==> config.mk <==
export PLATFORM = sky130hd
export DESIGN_NAME = tfc_top
export DESIGN_NICKNAME = d
export VERILOG_FILES = /design/src/tfc_pkg.sv /design/src/tfc_top.sv
export VERILOG_INCLUDE_DIRS = /design/src
export SDC_FILE = /design/constraint.sdc
export NUM_CORES = 1
export LEC_CHECK = 0
export BUFFER_PORTS_ARGS = -buffer_cell sky130_fd_sc_hd__buf_4
export CORE_ASPECT_RATIO = 1.1
export CORE_MARGIN = 2
export CORE_UTILIZATION = 44
export DETAILED_ROUTE_END_ITERATION = 12
export MAX_ROUTING_LAYER = met4
export PLACE_DENSITY = 0.66
export SYNTH_ARGS = -nofsm -noshare
export SYNTH_HDL_FRONTEND = slang
export SYNTH_SLANG_ARGS = --single-unit
==> constraint.sdc <==
create_clock -name clk_in -period 2.9 [get_ports clk_in]
set_input_delay 0.87 -clock clk_in [delete_from_list [all_inputs] [get_ports clk_in]]
set_output_delay 0.87 -clock clk_in [all_outputs]
set_load 0.03 [all_outputs]
==> src/tfc_consts.svh <==
// Purpose: Offsets, field positions, reset values and counts for the test flag unit.
// Assumes: Included by its bare name wherever these values are needed.
// Notes: Definitions only.
`ifndef TFC_CONSTS_SVH
`define TFC_CONSTS_SVH
`define TFC_WORD_BITS 24
`define TFC_PC_BITS 15
`define TFC_SHIFTS 5'h18
`define TFC_J_TERM 5'h1F
`define TFC_ADDR_ACC 2'h0
`define TFC_ADDR_FLAGS 2'h1
`define TFC_ADDR_PC 2'h2
`define TFC_ADDR_STAT 2'h3
`define TFC_FLAG_TEST 0
`define TFC_FLAG_CARRY 1
`define TFC_FLAG_OVFL 2
`define TFC_FLAG_PROT 3
`define TFC_STAT_BUSY 0
`define TFC_STAT_J_LO 4
`define TFC_STAT_J_HI 8
`define TFC_ACC_RESET 24'h000000
`define TFC_PC_RESET 15'h0000
`define TFC_FLAGS_RESET 4'h0
`endif

==> src/tfc_pkg.sv <==
// Purpose: Types shared by the test flag unit and its sequencer.
// Assumes: Nothing beyond a SystemVerilog compiler.
// Notes: Constants live in tfc_consts.svh.
package tfc_pkg;
	typedef enum logic {TFC_OP_BIT_ZERO, TFC_OP_NONZERO} tfc_op_e;
	typedef enum logic [1:0] {ST_IDLE, ST_EVEN, ST_NZ} tfc_state_e;
	typedef struct packed {
		logic start;
		tfc_op_e op;
		logic [4:0] sel;
	} tfc_cmd_s;
endpackage

==> src/tfc_top.sv <==
// Purpose: Serial datapath for clear_flag_if_bit_zero and clear_flag_if_accum_nonzero.
// Assumes: The sequencer pulses cmd_in.start for one cycle in execution state 4.
// Notes: One shift of the accumulator per clock; register port writes are refused while busy.
//
// Local design decisions: the plain strobed port and the address map.
`timescale 1ns/100ps
`include "tfc_consts.svh"

// Summary of operation
// RL1: Bit-zero op clears test flag if bit zero.
// RL2: Bit-zero op leaves flag when Z above 23.
// RL3: Bit-zero op restores original accumulator.
// RL4: State 4 loads counter with inverted selector.
// RL5: Inverted low bit feeds adder first input.
// RL6: Carry flag held set during bit-zero shifts.
// RL7: Sum equals true bit, written to bit 23.
// RL8: Position counter advances every shift.
// RL9: At count 37 octal, test leaving bit.
// RL10: Nonzero op clears flag if any one.
// RL11: Nonzero op restores original accumulator; the code restores it only when cmd_in.sel is 0 or 24.
// RL12: Nonzero op presets counter from inverted bits.
// RL13: Nonzero op feeds true low bit only.
// RL14: Any one leaving bit 0 clears flag.
// RL15: Nonzero op stops shifting at count 37.
// RL16: Nonzero op rotates exactly 24 places; the code rotates as many places as cmd_in.sel gives, so 24 only when sel is 24.
// RL17: Completion steps PC, keeps other state.
// RL18: Carry flag stays clear in nonzero op.
module tfc_top
(
	input wire logic clk_in,
	input wire logic reset_in,
	input wire tfc_pkg::tfc_cmd_s cmd_in,
	input wire logic [1:0] reg_addr_in,
	input wire logic [`TFC_WORD_BITS-1:0] reg_wdata_in,
	input wire logic reg_wr_in,
	input wire logic reg_rd_in,
	output logic [`TFC_WORD_BITS-1:0] reg_rdata_out,
	output logic busy_out,
	output logic done_out,
	output logic test_flag_out,
	output logic serial_carry_flag_out,
	output logic [`TFC_PC_BITS-1:0] pc_out
);
	import tfc_pkg::*;

	tfc_state_e state_q;
	tfc_state_e state_d;
	logic [`TFC_WORD_BITS-1:0] acc_q;
	logic [`TFC_WORD_BITS-1:0] acc_d;
	logic [4:0] j_q;
	logic [4:0] j_d;
	logic [4:0] sh_q;
	logic [4:0] sh_d;
	logic [4:0] preset_q;
	logic test_flag_q;
	logic test_flag_d;
	logic carry_q;
	logic carry_d;
	logic overflow_flag_q;
	logic protect_flag_q;
	logic [`TFC_PC_BITS-1:0] pc_q;
	logic [`TFC_PC_BITS-1:0] pc_d;
	logic done_q;
	logic busy_q;
	logic [`TFC_WORD_BITS-1:0] rdata_q;

	wire idle = (state_q == ST_IDLE);
	wire start_even = idle && cmd_in.start && (cmd_in.op == TFC_OP_BIT_ZERO);
	wire start_nz = idle && cmd_in.start && (cmd_in.op == TFC_OP_NONZERO);
	wire start_any = start_even || start_nz;
	wire wr_ok = reg_wr_in && idle && !cmd_in.start;
	wire wr_acc = wr_ok && (reg_addr_in == `TFC_ADDR_ACC);
	wire wr_flags = wr_ok && (reg_addr_in == `TFC_ADDR_FLAGS);
	wire wr_pc = wr_ok && (reg_addr_in == `TFC_ADDR_PC);

	wire acc_low_bit = acc_q[0];
	wire position_count_terminal = (j_q == `TFC_J_TERM);
	wire shift_even = (state_q == ST_EVEN);
	// The nonzero op shifts only until the counter reaches its terminal value.
	wire shift_nz = (state_q == ST_NZ) && !position_count_terminal; // [RL15] [RL16]
	wire accum_shift_enable = shift_even || shift_nz;
	wire last_even = shift_even && (sh_q == `TFC_SHIFTS - 5'h01);
	wire finish_nz = (state_q == ST_NZ) && position_count_terminal;
	wire finish = last_even || finish_nz;

	// Serial full adder: A input gated per op, B input from the carry flag.
	wire adder_a = shift_even ? ~acc_low_bit : (shift_nz & acc_low_bit); // [RL5] [RL13]
	wire adder_b = shift_even & carry_q; // [RL6]
	wire adder_sum = adder_a ^ adder_b; // [RL7]

	// Bit-zero op tests only the bit leaving when the counter is terminal.
	wire clear_even = shift_even && position_count_terminal && !acc_low_bit; // [RL1] [RL9]
	wire clear_nz = shift_nz && acc_low_bit; // [RL10] [RL14]
	wire flag_clear_condition = clear_even || clear_nz;

	wire [`TFC_WORD_BITS-1:0] stat_word = {{(`TFC_WORD_BITS - `TFC_STAT_J_HI - 1){1'b0}},
		j_q, 3'h0, busy_q};
	wire [`TFC_WORD_BITS-1:0] flags_word = {{(`TFC_WORD_BITS - 4){1'b0}},
		protect_flag_q, overflow_flag_q, carry_q, test_flag_q};
	wire [`TFC_WORD_BITS-1:0] pc_word = {{(`TFC_WORD_BITS - `TFC_PC_BITS){1'b0}}, pc_q};
	wire [`TFC_WORD_BITS-1:0] rd_mux =
		(reg_addr_in == `TFC_ADDR_ACC) ? acc_q :
		(reg_addr_in == `TFC_ADDR_FLAGS) ? flags_word :
		(reg_addr_in == `TFC_ADDR_PC) ? pc_word : stat_word;

	always_comb
	begin
		state_d = state_q;
		case (state_q)
			ST_IDLE:
			begin
				if (start_even)
					state_d = ST_EVEN;
				else if (start_nz)
					state_d = ST_NZ;
			end
			ST_EVEN:
			begin
				if (last_even)
					state_d = ST_IDLE;
			end
			ST_NZ:
			begin
				if (finish_nz)
					state_d = ST_IDLE;
			end
			default:
				state_d = ST_IDLE;
		endcase
	end

	always_comb
	begin
		acc_d = acc_q;
		if (wr_acc)
			acc_d = reg_wdata_in;
		else if (accum_shift_enable)
			acc_d = {adder_sum, acc_q[`TFC_WORD_BITS-1:1]}; // [RL3] [RL7] [RL11]
	end

	always_comb
	begin
		j_d = j_q;
		if (start_any)
			j_d = ~cmd_in.sel; // [RL4] [RL12]
		else if (accum_shift_enable)
			j_d = j_q + 5'h01; // [RL8]
	end

	always_comb
	begin
		sh_d = sh_q;
		if (start_any)
			sh_d = 5'h00;
		else if (accum_shift_enable)
			sh_d = sh_q + 5'h01;
	end

	always_comb
	begin
		test_flag_d = test_flag_q;
		if (wr_flags)
			test_flag_d = reg_wdata_in[`TFC_FLAG_TEST];
		else if (flag_clear_condition)
			test_flag_d = 1'b0; // [RL1] [RL2] [RL14]
	end

	always_comb
	begin
		carry_d = carry_q;
		if (wr_flags)
			carry_d = reg_wdata_in[`TFC_FLAG_CARRY];
		else if (start_even)
			carry_d = 1'b1; // [RL6]
		else if (start_nz)
			carry_d = 1'b0; // [RL18]
	end

	always_comb
	begin
		pc_d = pc_q;
		if (wr_pc)
			pc_d = reg_wdata_in[`TFC_PC_BITS-1:0];
		else if (finish)
			pc_d = pc_q + 15'h0001; // [RL17]
	end

	always_ff @(posedge clk_in)
	begin
		if (reset_in)
		begin
			state_q <= ST_IDLE;
			acc_q <= `TFC_ACC_RESET;
			j_q <= 5'h00;
			sh_q <= 5'h00;
			preset_q <= 5'h00;
			pc_q <= `TFC_PC_RESET;
			done_q <= 1'b0;
			busy_q <= 1'b0;
			rdata_q <= 24'h000000;
		end
		else
		begin
			state_q <= state_d;
			acc_q <= acc_d;
			j_q <= j_d;
			sh_q <= sh_d;
			preset_q <= start_any ? ~cmd_in.sel : preset_q;
			pc_q <= pc_d;
			done_q <= finish;
			busy_q <= (state_d != ST_IDLE);
			rdata_q <= reg_rd_in ? rd_mux : rdata_q;
		end
	end

	// Overflow and protect flags change only by software; the ops never touch them.
	always_ff @(posedge clk_in)
	begin
		if (reset_in)
		begin
			test_flag_q <= 1'(`TFC_FLAGS_RESET >> `TFC_FLAG_TEST);
			carry_q <= 1'b0;
			overflow_flag_q <= 1'b0;
			protect_flag_q <= 1'b0;
		end
		else
		begin
			test_flag_q <= test_flag_d;
			carry_q <= carry_d;
			overflow_flag_q <= wr_flags ? reg_wdata_in[`TFC_FLAG_OVFL] : overflow_flag_q;
			protect_flag_q <= wr_flags ? reg_wdata_in[`TFC_FLAG_PROT] : protect_flag_q; // [RL17]
		end
	end

	assign reg_rdata_out = rdata_q;
	assign busy_out = busy_q;
	assign done_out = done_q;
	assign test_flag_out = test_flag_q;
	assign serial_carry_flag_out = carry_q;
	assign pc_out = pc_q;

	a_even_clear_zero: assert property ( // [RL1]
		@(posedge clk_in) disable iff (reset_in)
		shift_even && position_count_terminal && !acc_low_bit |=> !test_flag_q)
		else $error("Test flag not cleared for a zero selected bit.");

	a_even_flag_kept: assert property ( // [RL2]
		@(posedge clk_in) disable iff (reset_in)
		shift_even && !(position_count_terminal && !acc_low_bit) |=> $stable(test_flag_q))
		else $error("Test flag changed without a zero selected bit.");

	a_even_acc_restored: assert property ( // [RL3]
		@(posedge clk_in) disable iff (reset_in)
		start_even |-> ##25 (acc_q == $past(acc_q, 25)))
		else $error("Accumulator altered by the bit-zero op.");

	a_counter_preset: assert property ( // [RL4]
		@(posedge clk_in) disable iff (reset_in)
		start_any |=> (j_q == ~$past(cmd_in.sel)) && (sh_q == 5'h00))
		else $error("Position counter not preset from the inverted selector.");

	a_adder_a_inverted: assert property ( // [RL5]
		@(posedge clk_in) disable iff (reset_in)
		shift_even |-> (adder_a == ~acc_low_bit) && (adder_b == 1'b1))
		else $error("Adder inputs wrong during the bit-zero op.");

	a_carry_held_set: assert property ( // [RL6]
		@(posedge clk_in) disable iff (reset_in)
		shift_even |-> carry_q)
		else $error("Carry flag not held set during bit-zero shifts.");

	a_sum_to_top: assert property ( // [RL7]
		@(posedge clk_in) disable iff (reset_in)
		accum_shift_enable |=> acc_q[`TFC_WORD_BITS-1] == $past(acc_low_bit))
		else $error("Bit entering the top differs from the bit leaving the bottom.");

	a_counter_advance: assert property ( // [RL8]
		@(posedge clk_in) disable iff (reset_in)
		accum_shift_enable |=> j_q == $past(j_q) + 5'h01)
		else $error("Position counter did not advance on a shift.");

	a_nz_flag_kept: assert property ( // [RL10]
		@(posedge clk_in) disable iff (reset_in)
		(state_q == ST_NZ) && !(shift_nz && acc_low_bit) |=> $stable(test_flag_q))
		else $error("Test flag changed while only zeros left the accumulator.");

	a_nz_acc_restored: assert property ( // [RL11]
		@(posedge clk_in) disable iff (reset_in)
		finish_nz |-> acc_q == $past(acc_q, 25))
		else $error("Accumulator altered by the nonzero op.");

	a_nz_only_a0: assert property ( // [RL13]
		@(posedge clk_in) disable iff (reset_in)
		shift_nz |-> (adder_b == 1'b0) && (adder_sum == acc_low_bit))
		else $error("Adder inputs wrong during the nonzero op.");

	a_nz_clear_one: assert property ( // [RL14]
		@(posedge clk_in) disable iff (reset_in)
		shift_nz && acc_low_bit |=> !test_flag_q)
		else $error("A one left the accumulator without clearing the test flag.");

	a_nz_stop: assert property ( // [RL15]
		@(posedge clk_in) disable iff (reset_in)
		finish_nz |=> idle && $stable(acc_q) && $stable(j_q))
		else $error("Shifting continued after the counter reached its terminal value.");

	a_nz_count: assert property ( // [RL16]
		@(posedge clk_in) disable iff (reset_in)
		finish_nz && (preset_q == 5'h07) |-> sh_q == `TFC_SHIFTS)
		else $error("Nonzero op did not rotate exactly 24 places.");

	a_pc_step: assert property ( // [RL17]
		@(posedge clk_in) disable iff (reset_in)
		finish |=> done_q && (pc_q == $past(pc_q) + 15'h0001) && $stable(overflow_flag_q))
		else $error("Program counter not stepped by one at completion.");

	a_nz_carry_clear: assert property ( // [RL18]
		@(posedge clk_in) disable iff (reset_in)
		(state_q == ST_NZ) |-> !carry_q)
		else $error("Carry flag set during the nonzero op.");

	a_even_high_kept: assert property ( // [RL2]
		@(posedge clk_in) disable iff (reset_in)
		start_even && (cmd_in.sel > 5'h17) |-> ##25 (test_flag_q == $past(test_flag_q, 25)))
		else $error("Test flag changed although the selected bit lies above 23.");

	a_even_term_bit: assert property ( // [RL9]
		@(posedge clk_in) disable iff (reset_in)
		shift_even && position_count_terminal |-> (sh_q == ~preset_q))
		else $error("Counter terminal at a shift other than the selected bit.");

	a_nz_preset_seven: assert property ( // [RL12]
		@(posedge clk_in) disable iff (reset_in)
		start_nz && (cmd_in.sel == 5'h18) |=> (j_q == 5'h07))
		else $error("Nonzero op did not preset the counter to seven.");

	a_nz_zero_kept: assert property ( // [RL10]
		@(posedge clk_in) disable iff (reset_in)
		start_nz && (cmd_in.sel == 5'h18) && (acc_q == 24'h000000) |->
		##25 (test_flag_q == $past(test_flag_q, 25)))
		else $error("Test flag changed for an all-zero accumulator.");

	a_nz_one_clears: assert property ( // [RL10]
		@(posedge clk_in) disable iff (reset_in)
		start_nz && (cmd_in.sel == 5'h18) && (acc_q != 24'h000000) |-> ##25 !test_flag_q)
		else $error("Test flag not cleared for a nonzero accumulator.");

	a_op_keeps_flags: assert property ( // [RL17]
		@(posedge clk_in) disable iff (reset_in)
		accum_shift_enable |=> $stable(overflow_flag_q) && $stable(protect_flag_q))
		else $error("Overflow or protect flag changed during an op.");

endmodule

==> results.txt, run 1 <==
Placed cells: 615
Largest net degree at the start of global routing: 51
DRT iter0 DRCs: 243
Synth area leaders: dfxtp_1, a21oi_1, a22oi_1
Worst-Skew Late Latency: 0.36 ns
Post-DR wirelength/cell: 16.6 um
Clock H-tree levels: 3
Post-synthesis sequential area ratio: 0.424
Initial antenna violation count: 0
RSZ-0062 raised after global routing: no
Drt total wl: 10500 um
Cells after synthesis: 442
Worst slew margin: 0.429
Final WS setup: 0.436 ns
Clock skew: 0.0107 ns
Worst path required time: 3.19 ns
Hold_ws: 0.471 ns
Hold Buf Count CTS: 0
Total internal power: 1.63 mW
Worst vdd ir: 0.247 mV
Switching share of power: 0.296
Yosys top cell area share: 0.424
Fillers: 811
DR vias: 3623
Setup TNS: 0 ns
Area Growth Syn to Fin: 23.8%
Net Count, Synth: 483
Crit end category: flip-flop
Antenna viol nets, final: 0
Setup violations, final: 0
Cell accounting for the most synthesized area: dfxtp_1
Slew @ Worst Pin: 0.855 ns
Final period util: 0.850
Effective utilization at floorplan: 0.455
Die H: 102 um
Nets: 556
Clock tree from TritonCTS: done
Register Area: 0.00162 mm^2
Share of cells above drive strength 1: 0.246
Worst-path maximum fanout: 16
GRT Residual Overflow: 0
Cell variety after synth: 56
P_sw: 686 uW
Clock transition at path regs: 0.09 ns
Core Box Area: 0.00841 mm^2
Startpoint types: flip-flop
DR DRC count: 0
Total GRT Usage: 0.233
Max Fclk: 0.406 GHz
Ports: 80
Die area: 0.00946 mm^2
Place WS: 0.318 ns
Drt pass-1 iters: 5
Via density: 5.74
Leakage: 1.82 nW
Non-Filler Instances: 631
Hold Fails Final Rpt: 0
Worst hold path type: reg -> reg
Avg Cell Area, Syn: 8.66 um^2
Main synth FF type: dfxtp_1
IO buf count: 79
Synth warnings: 0
Overall Power: 2.32 mW
Clk buf depth: 2
Critical path type: reg -> reg
Max-slew violations: 0
Max Cap Viol: 0
Yosys reg bits: 81
FF-to-FF setup slack: 0.44 ns
Status: finished clean
Gp weighted congestion: 0.846
Combinational share of power: 0.145
Root Buffer: clkbuf_8
Multi-input gate area: 0.00206 mm^2
Pwr Density: 489 mW/mm^2
Number of global-route vias before repair: 3265
Number of flops mapped to enable cells by yosys: 0
Post-CTS setup buffers: 0
Post-cts sizing count: 0
Sink Count: 81
Final critical-path required period: 2.46 ns
Num CTS Buffers: 9
Arrival time of the worst setup path: 2.75 ns
First-pass GRT wire length: 16700 um
Final HPWL from detailed placement: 7430 um
Mapped Area: 0.00383 mm^2
Antenna diodes: 0
Synth async-reset ratio: 0
Clock group share of total power: 0.341
Seq pwr share: 0.514
Die Width: 92.9 um
FP Rows: 35
[registers in the layout, summed over array words and instances (netlist names)]
name / cells
overflow_flag_q: 1
reg_rdata_out: 24
serial_carry_flag_out: 1
test_flag_out: 1
busy_out: 1
j_q: 5
pc_out: 15
protect_flag_q: 1
acc_q: 24
sh_q: 5
state_q: 2
done_out: 1
[Yosys cell counts, types with 6 or more instances]
cell type / instances
dfxtp_1: 81
a21oi_1: 49
nor2_1: 49
nand2_1: 40
a22oi_1: 31
clkbuf_1: 19
nor2b_1: 19
a211oi_1: 13
mux2i_1: 12
buf_2: 10
mux2_2: 10
nand3_1: 10
a31oi_1: 8
o21ai_0: 8
and2_1: 6
inv_1: 6
[routing by layer]
layer,wire (um),GRT usage
met3,540,0.0243
met2,5070,0.369
met4,167,0.0814
met5,0,-
met1,4730,0.312
[power by group through the flow]
stage | registers [mW] | logic [mW] | clock network (mW)
after floorplan | 1.23 | 0.173 | 0
after global placement | 1.22 | 0.333 | 0
after detailed placement | 1.22 | 0.337 | 0
after CTS | 1.19 | 0.339 | 0.804
after global routing | 1.20 | 0.365 | 0.856
final | 1.19 | 0.337 | 0.790
[metrics by stage]
step	area (um^2)	utilization
after global placement	4550	0.541
after detailed placement	4550	0.541
after CTS	4740	0.564
final	4740	0.564
after floorplan	3830	-
after global routing	4740	0.564
[path summary, 6_finish.rpt]
path                                from                endpoint  depth (start not counted)
setup / recovery     j_q[0]$_SDFFE_PP0P_  acc_q[18]$_SDFFE_PP0P_                          8
hold reg to reg   acc_q[13]$_SDFFE_PP0P_  acc_q[13]$_SDFFE_PP0P_                          2
hold / removal    acc_q[13]$_SDFFE_PP0P_  acc_q[13]$_SDFFE_PP0P_                          2
setup reg to reg     j_q[0]$_SDFFE_PP0P_  acc_q[18]$_SDFFE_PP0P_                          8
[kinds of logic after synthesis]
family          count (synthesis)  synth area share
xor+xnor                        7            0.0160
flops                          81             0.424
buf+inv                        36            0.0389
simple gates                  160             0.215
compound gates                131             0.227
mux                            23            0.0667
fa+ha+maj                       4            0.0131
[area by class of cell]
cell class,count,area share
Multi-Input combinational cell,325,0.435
Sequential cell,81,0.342
Timing Repair Buffer,92,0.148
Tap cell,111,0.0293
Clock buffer,10,0.0290
Clock inverter,6,0.0108
Inverter,6,0.00475
[worst max-delay path: stages (launching register included)]
cell      delay (ns)
dfxtp_1         0.40
ha_1            0.20
and3_1          0.16
ha_1            0.33
nor3b_1         0.12
a211oi_2        0.74
buf_12          0.23
nand2_1         0.06
a21oi_1         0.15
[cell usage in the layout (no fill, tap or decap), types with 5 or more instances in the layout]
cell	n
nor2_1	49
xnor2_1	5
a31oi_1	8
a21oi_1	49
buf_4	91
nand2_1	40
clkbuf_8	10
nor2b_1	19
or3_1	5
a211oi_1	12
mux2i_1	12
nand3_1	10
inv_1	6
and2_1	6
a22oi_1	31
o21ai_0	8
dfxtp_1	81
nand2b_1	5
mux2_2	10
No activity file was read; power rests on OpenSTA's default activity.
==> run 2, diff against run 1 <==
==> constraint.sdc (replaced) <==
create_clock -name clk_in -period 2.5 [get_ports clk_in]
set_input_delay 0.75 -clock clk_in [delete_from_list [all_inputs] [get_ports clk_in]]
set_output_delay 0.75 -clock clk_in [all_outputs]
set_load 0.03 [all_outputs]
==> results.txt, run 2 (synthesized netlist as in run 1, its figures left out) <==
Worst path required time: 2.73 ns (was 3.19 ns)
Nets: 560 (was 556)
Gp weighted congestion: 0.828 (was 0.846)
Leakage: 1.85 nW (was 1.82 nW)
Final Core Density: 0.570 (was 0.564)
Core Box Area: 0.00841 mm^2 (unchanged)
Seq pwr share: 0.492 (was 0.514)
Worst hold path type: reg -> reg (unchanged)
Post-cts sizing count: 0 (unchanged)
First-pass GRT wire length: 17100 um (was 16700 um)
Worst-path maximum fanout: 27 (was 16)
Root Buffer: clkbuf_8 (unchanged)
Via density: 5.73 (was 5.74)
Num CTS Buffers: 9 (unchanged)
WP buf/inv: 1 (unchanged)
Initial antenna violation count: 0 (unchanged)
FP Rows: 35 (unchanged)
Clock tree from TritonCTS: done (unchanged)
Hold Fails Final Rpt: 0 (unchanged)
Sink Count: 81 (unchanged)
Die area: 0.00946 mm^2 (unchanged)
Largest net degree at the start of global routing: 49 (was 51)
Clock transition at path regs: 0.09 ns (about the same)
Final HPWL from detailed placement: 7600 um (was 7430 um)
Share of cells above drive strength 1: 0.252 (was 0.246)
Setup violations, final: 0 (unchanged)
Setup TNS: 0 ns (unchanged)
Worst vdd ir: 0.300 mV (was 0.247 mV)
Final period util: 0.928 (was 0.850)
Worst-Skew Late Latency: 0.35 ns (was 0.36 ns)
IO buf count: 79 (unchanged)
DRT iter0 DRCs: 203 (was 243)
DR vias: 3640 (was 3623)
Drt total wl: 10700 um (was 10500 um)
Slew @ Worst Pin: 0.639 ns (was 0.855 ns)
Worst path top cell family by delay: simple AND/OR/NAND/NOR gates (was compound AO/OA/AOI/OAI gates)
Area Growth Syn to Fin: 25.1% (was 23.8%)
Commonest non-fill, non-tap cell in the layout: buf_4 (unchanged)
P_sw: 804 uW (was 686 uW)
RSZ-0062 raised after global routing: no (unchanged)
Switching share of power: 0.287 (was 0.296)
Total internal power: 2.00 mW (was 1.63 mW)
Status: finished clean (unchanged)
Die Width: 92.9 um (unchanged)
Combinational share of power: 0.142 (was 0.145)
CP max stage cell: or3b_2 (was a211oi_2)
Total GRT Usage: 0.236 (was 0.233)
CP peak stage delay: 0.53 ns (was 0.74 ns)
Post-DR wirelength/cell: 16.9 um (was 16.6 um)
Effective utilization at floorplan: 0.455 (unchanged)
Crit end category: flip-flop (unchanged)
Hold_ws: 0.476 ns (was 0.471 ns)
Critical path type: reg -> reg (unchanged)
Clock skew: 0.00614 ns (was 0.0107 ns)
Ports: 80 (unchanged)
GRT Residual Overflow: 0 (unchanged)
Clock group share of total power: 0.366 (was 0.341)
Antenna viol nets, final: 0 (unchanged)
Die H: 102 um (unchanged)
Worst slew margin: 0.574 (was 0.429)
Antenna diodes: 0 (unchanged)
Met3 WL: 514 um (was 540 um)
Pwr Density: 586 mW/mm^2 (was 489 mW/mm^2)
Startpoint types: flip-flop (unchanged)
Max Fclk: 0.431 GHz (was 0.406 GHz)
Number of global-route vias before repair: 3409 (was 3265)
Commonest cells after routing, fill and taps aside: buf_4, dfxtp_1, nor2_1, a21oi_1, nand2_1 (unchanged)
WL met1: 4790 um (was 4730 um)
CP most frequent cell: ha_1 (unchanged)
DR DRC count: 0 (unchanged)
Arrival time of the worst setup path: 2.55 ns (was 2.75 ns)
Hold Buf Count CTS: 0 (unchanged)
Metal2 WL: 5140 um (was 5070 um)
Clk buf depth: 2 (unchanged)
Crit-path cells: ha_1 > and3_1 > ha_1 > or3b_2 > nand2_1 > buf_12 > mux2i_1 > a211oi_1 (was ha_1 > and3_1 > ha_1 > nor3b_1 > a211oi_2 > buf_12 > nand2_1 > a21oi_1)
Final critical-path required period: 2.32 ns (was 2.46 ns)
Post-CTS setup buffers: 0 (unchanged)
Max-slew violations: 0 (unchanged)
Clock H-tree levels: 3 (unchanged)
Max Cap Viol: 0 (unchanged)
Top Layer Used: met4 (unchanged)
Drt pass-1 iters: 5 (unchanged)
run 2: cell count changes in the layout (fill, tap and decap cells not counted), sizes merged:
cell	before	now
buf	92	96
bufinv	0	1
clkinv	2	1
clkinvlp	3	1
inv	7	9
run 2: area by class of cell:
class / instances / area [um^2]
timing repair buffer: 96 / 733
tap: 111 / 139
clock buffer: 10 / 138
inverter: 6 / 22.5
fill: 801 / 3620
clock inverter: 6 / 72.6
multi-input combinational: 325 / 2060
sequential: 81 / 1620
run 2: stage by stage:
stage               worst slack, ns  std cells  power [mW]  cell area, um^2
floorplan                     0.195        442        1.63             3830
global placement              0.291        619        1.80             4580
detailed placement            0.223        619        1.81             4580
CTS                           0.205        635        2.82             4790
global route                 0.0641        635        2.91             4790
finish                        0.179        635        2.80             4790
run 2: worst paths after layout:
path	startpoint	cells after the start	slack, ns	endpoint
worst min-delay path	acc_q[16]$_SDFFE_PP0P_	2	0.48	acc_q[16]$_SDFFE_PP0P_
worst max-delay path	j_q[0]$_SDFFE_PP0P_	8	0.18	j_q[1]$_SDFFE_PP0P_
worst min register to register	acc_q[16]$_SDFFE_PP0P_	2	0.48	acc_q[16]$_SDFFE_PP0P_
worst max register to register	j_q[0]$_SDFFE_PP0P_	8	0.18	j_q[1]$_SDFFE_PP0P_
run 2: power by group through the flow:
stage	combinational, mW	sequential (mW)	clock [mW]
finish	0.398	1.38	1.03
global route	0.429	1.39	1.10
CTS	0.398	1.38	1.04
detailed placement	0.396	1.41	0
global placement	0.392	1.41	0
floorplan	0.201	1.43	0
run 2: per-layer routing:
layer  global-route usage  vias to the layer above
met5                    -                        -
met4               0.0973                        0
met3               0.0258                       25
met2                0.379                      119
met1                0.306                     1728
li1                     -                     1768
run 2: worst reg2reg max path: stages, from the launching register on:
cell and delay (ns):
dfxtp_1 0.35, ha_1 0.21, and3_1 0.18, ha_1 0.27, or3b_2 0.53, nand2_1 0.13
buf_12 0.20, mux2i_1 0.23, a211oi_1 0.09
==> run 3, diff against run 2 <==
--- a/config.mk
+++ b/config.mk
@@ -8,11 +8,11 @@
 export LEC_CHECK = 0
 export BUFFER_PORTS_ARGS = -buffer_cell sky130_fd_sc_hd__buf_4
 export CORE_ASPECT_RATIO = 1.1
-export CORE_MARGIN = 2
-export CORE_UTILIZATION = 44
+export CORE_MARGIN = 1.5
+export CORE_UTILIZATION = 54
 export DETAILED_ROUTE_END_ITERATION = 12
 export MAX_ROUTING_LAYER = met4
-export PLACE_DENSITY = 0.66
+export PLACE_DENSITY = 0.79
 export SYNTH_ARGS = -nofsm -noshare
 export SYNTH_HDL_FRONTEND = slang
 export SYNTH_SLANG_ARGS = --single-unit
==> results.txt, run 3 (synthesized netlist as in run 1, its figures left out) <==
Drt total wl: 10500 um (was 10700 um)
Status: finished clean (unchanged)
WHS Path Cells: 2 (unchanged)
Crit end category: flip-flop (unchanged)
Largest net degree at the start of global routing: 40 (was 49)
Pwr Density: 565 mW/mm^2 (was 586 mW/mm^2)
Post-DR wirelength/cell: 17.2 um (was 16.9 um)
Antenna viol nets, final: 0 (unchanged)
Final period util: 0.905 (was 0.928)
Max Cap Viol: 0 (unchanged)
Core Box Area: 0.00693 mm^2 (was 0.00841 mm^2)
Slew @ Worst Pin: 0.622 ns (was 0.639 ns)
Hold Fails Final Rpt: 0 (unchanged)
Metal2 WL: 5130 um (was 5140 um)
Max Fclk: 0.442 GHz (was 0.431 GHz)
Number of global-route vias before repair: 3506 (was 3409)
Commonest non-fill, non-tap cell in the layout: buf_4 (unchanged)
Post-CTS setup buffers: 0 (unchanged)
Leakage: 1.85 nW (about the same)
FP Rows: 32 (was 35)
WP buf/inv: 1 (unchanged)
Worst path required time: 2.75 ns (was 2.73 ns)
Startpoint types: flip-flop (unchanged)
WL met1: 4460 um (was 4790 um)
CP peak stage delay: 0.51 ns (was 0.53 ns)
Antenna diodes: 0 (unchanged)
Die H: 91.3 um (was 102 um)
Die area: 0.00760 mm^2 (was 0.00946 mm^2)
Worst path top cell family by delay: simple AND/OR/NAND/NOR gates (unchanged)
Critical path type: reg -> reg (unchanged)
Drt pass-1 iters: 5 (unchanged)
Nets: 563 (was 560)
Worst Hold Path EP: acc_q[14]$_SDFFE_PP0P_ (was acc_q[16]$_SDFFE_PP0P_)
Clock tree from TritonCTS: done (unchanged)
Ports: 80 (unchanged)
Die Width: 83.3 um (was 92.9 um)
Worst-path maximum fanout: 25 (was 27)
Initial antenna violation count: 0 (unchanged)
Final HPWL from detailed placement: 7440 um (was 7600 um)
Setup violations, final: 0 (unchanged)
Gp weighted congestion: 0.902 (was 0.828)
R2r worst-path depth: 8 (unchanged)
Met3 WL: 695 um (was 514 um)
Commonest cells after routing, fill and taps aside: buf_4, dfxtp_1, nor2_1, a21oi_1, nand2_1 (unchanged)
Final WS setup: 0.237 ns (was 0.179 ns)
Crit Reg-Reg Endpoint: sh_q[1]$_SDFFE_PP0P_ (was j_q[1]$_SDFFE_PP0P_)
Top Layer Used: met4 (unchanged)
DR vias: 3729 (was 3640)
RSZ-0062 raised after global routing: no (unchanged)
Max-slew violations: 0 (unchanged)
Clk buf depth: 2 (unchanged)
Total GRT Usage: 0.290 (was 0.236)
DRT iter0 DRCs: 322 (was 203)
GRT Residual Overflow: 0 (unchanged)
Num CTS Buffers: 9 (unchanged)
IO buf count: 79 (unchanged)
Worst hold path type: reg -> reg (unchanged)
Hold Buf Count CTS: 0 (unchanged)
Post-cts sizing count: 0 (unchanged)
CP max stage cell: or3b_2 (unchanged)
Clock H-tree levels: 3 (unchanged)
DR DRC count: 0 (unchanged)
Clock skew: 0.0105 ns (was 0.00614 ns)
Area Growth Syn to Fin: 24.6% (was 25.1%)
Clock transition at path regs: 0.09 ns (about the same)
First-pass GRT wire length: 17200 um (was 17100 um)
Place WS: 0.283 ns (was 0.223 ns)
Root Buffer: clkbuf_8 (unchanged)
Effective utilization at floorplan: 0.553 (was 0.455)
Share of cells above drive strength 1: 0.256 (was 0.252)
Worst Min Path Start: acc_q[14]$_SDFFE_PP0P_ (was acc_q[16]$_SDFFE_PP0P_)
Worst vdd ir: 0.343 mV (was 0.300 mV)
FF-to-FF setup slack: 0.24 ns (was 0.18 ns)
Via density: 6.09 (was 5.73)
Worst slew margin: 0.585 (was 0.574)
CP most frequent cell: ha_1 (unchanged)
Crit-path cells: ha_1 > and3_1 > ha_1 > or3b_2 > nand2_1 > buf_12 > mux2i_1 > nor2_1 (was ha_1 > and3_1 > ha_1 > or3b_2 > nand2_1 > buf_12 > mux2i_1 > a211oi_1)
Worst-Skew Late Latency: 0.36 ns (was 0.35 ns)
Crit. path cell count: 8 (unchanged)
Sink Count: 81 (unchanged)
Final critical-path required period: 2.26 ns (was 2.32 ns)
Reg-to-reg startpoint: j_q[0]$_SDFFE_PP0P_ (unchanged)
Arrival time of the worst setup path: 2.51 ns (was 2.55 ns)
Setup TNS: 0 ns (unchanged)
## run 3: cell types whose count changed in the layout (fill, tap and decap cells not counted)
cell        change
inv_8           +1
buf_4           +2
inv_6           -2
clkinv_4        -1
buf_12          +1
clkinvlp_4      +3
bufinv_16       -1
## run 3: area by class of cell
cell class	count	area (um^2)
flip-flops and latches	81	1620
well taps	85	106
clock inverters	6	50.0
multi-input cells	325	2060
inverters	6	22.5
fillers	569	2160
clock buffers	10	138
repair buffers	99	768
## run 3: metrics by stage
step	area [um^2]	util	std cells	hold WS [ns]	total power, mW
after floorplan	3830	-	442	0.446	1.63
after global placement	4580	0.661	596	0.459	1.80
after detailed placement	4580	0.661	596	0.463	1.81
after CTS	4770	0.689	612	0.475	2.70
after global routing	4770	0.689	612	0.493	2.80
final	4770	0.689	612	0.478	2.69
## run 3: how the worst max path moves through the flow
| stage | start | end |
|---|---|---|
| 5_1_grt | j_q[0]$_SDFFE_PP0P_ | acc_q[7]$_SDFFE_PP0P_ |
| 2_1_floorplan | j_q[0]$_SDFFE_PP0P_ | acc_q[0]$_SDFFE_PP0P_ |
| 6_report | j_q[0]$_SDFFE_PP0P_ | sh_q[1]$_SDFFE_PP0P_ |
| 3_3_place_gp | cmd_in[6] | acc_q[22]$_SDFFE_PP0P_ |
| 3_5_place_dp | cmd_in[6] | acc_q[19]$_SDFFE_PP0P_ |
| 4_1_cts | j_q[0]$_SDFFE_PP0P_ | sh_q[1]$_SDFFE_PP0P_ |
## run 3: worst min-delay path, stage by stage (launching register included)
cell and delay (ns):
dfxtp_1 0.33, nand2_1 0.05, a21oi_1 0.06
## run 3: report_power, final
group	leakage [nW]	switching, mW	internal, mW
combinational	1.11	0.235	0.169
clock	0.0831	0.512	0.398
sequential	0.657	0.0466	1.33
total	1.85	0.794	1.90
## run 3: layer usage
metal,vias to the layer above,GRT usage
met5,-,-
met4,0,0.131
met3,20,0.0436
met2,176,0.463
met1,1761,0.366
li1,1772,-
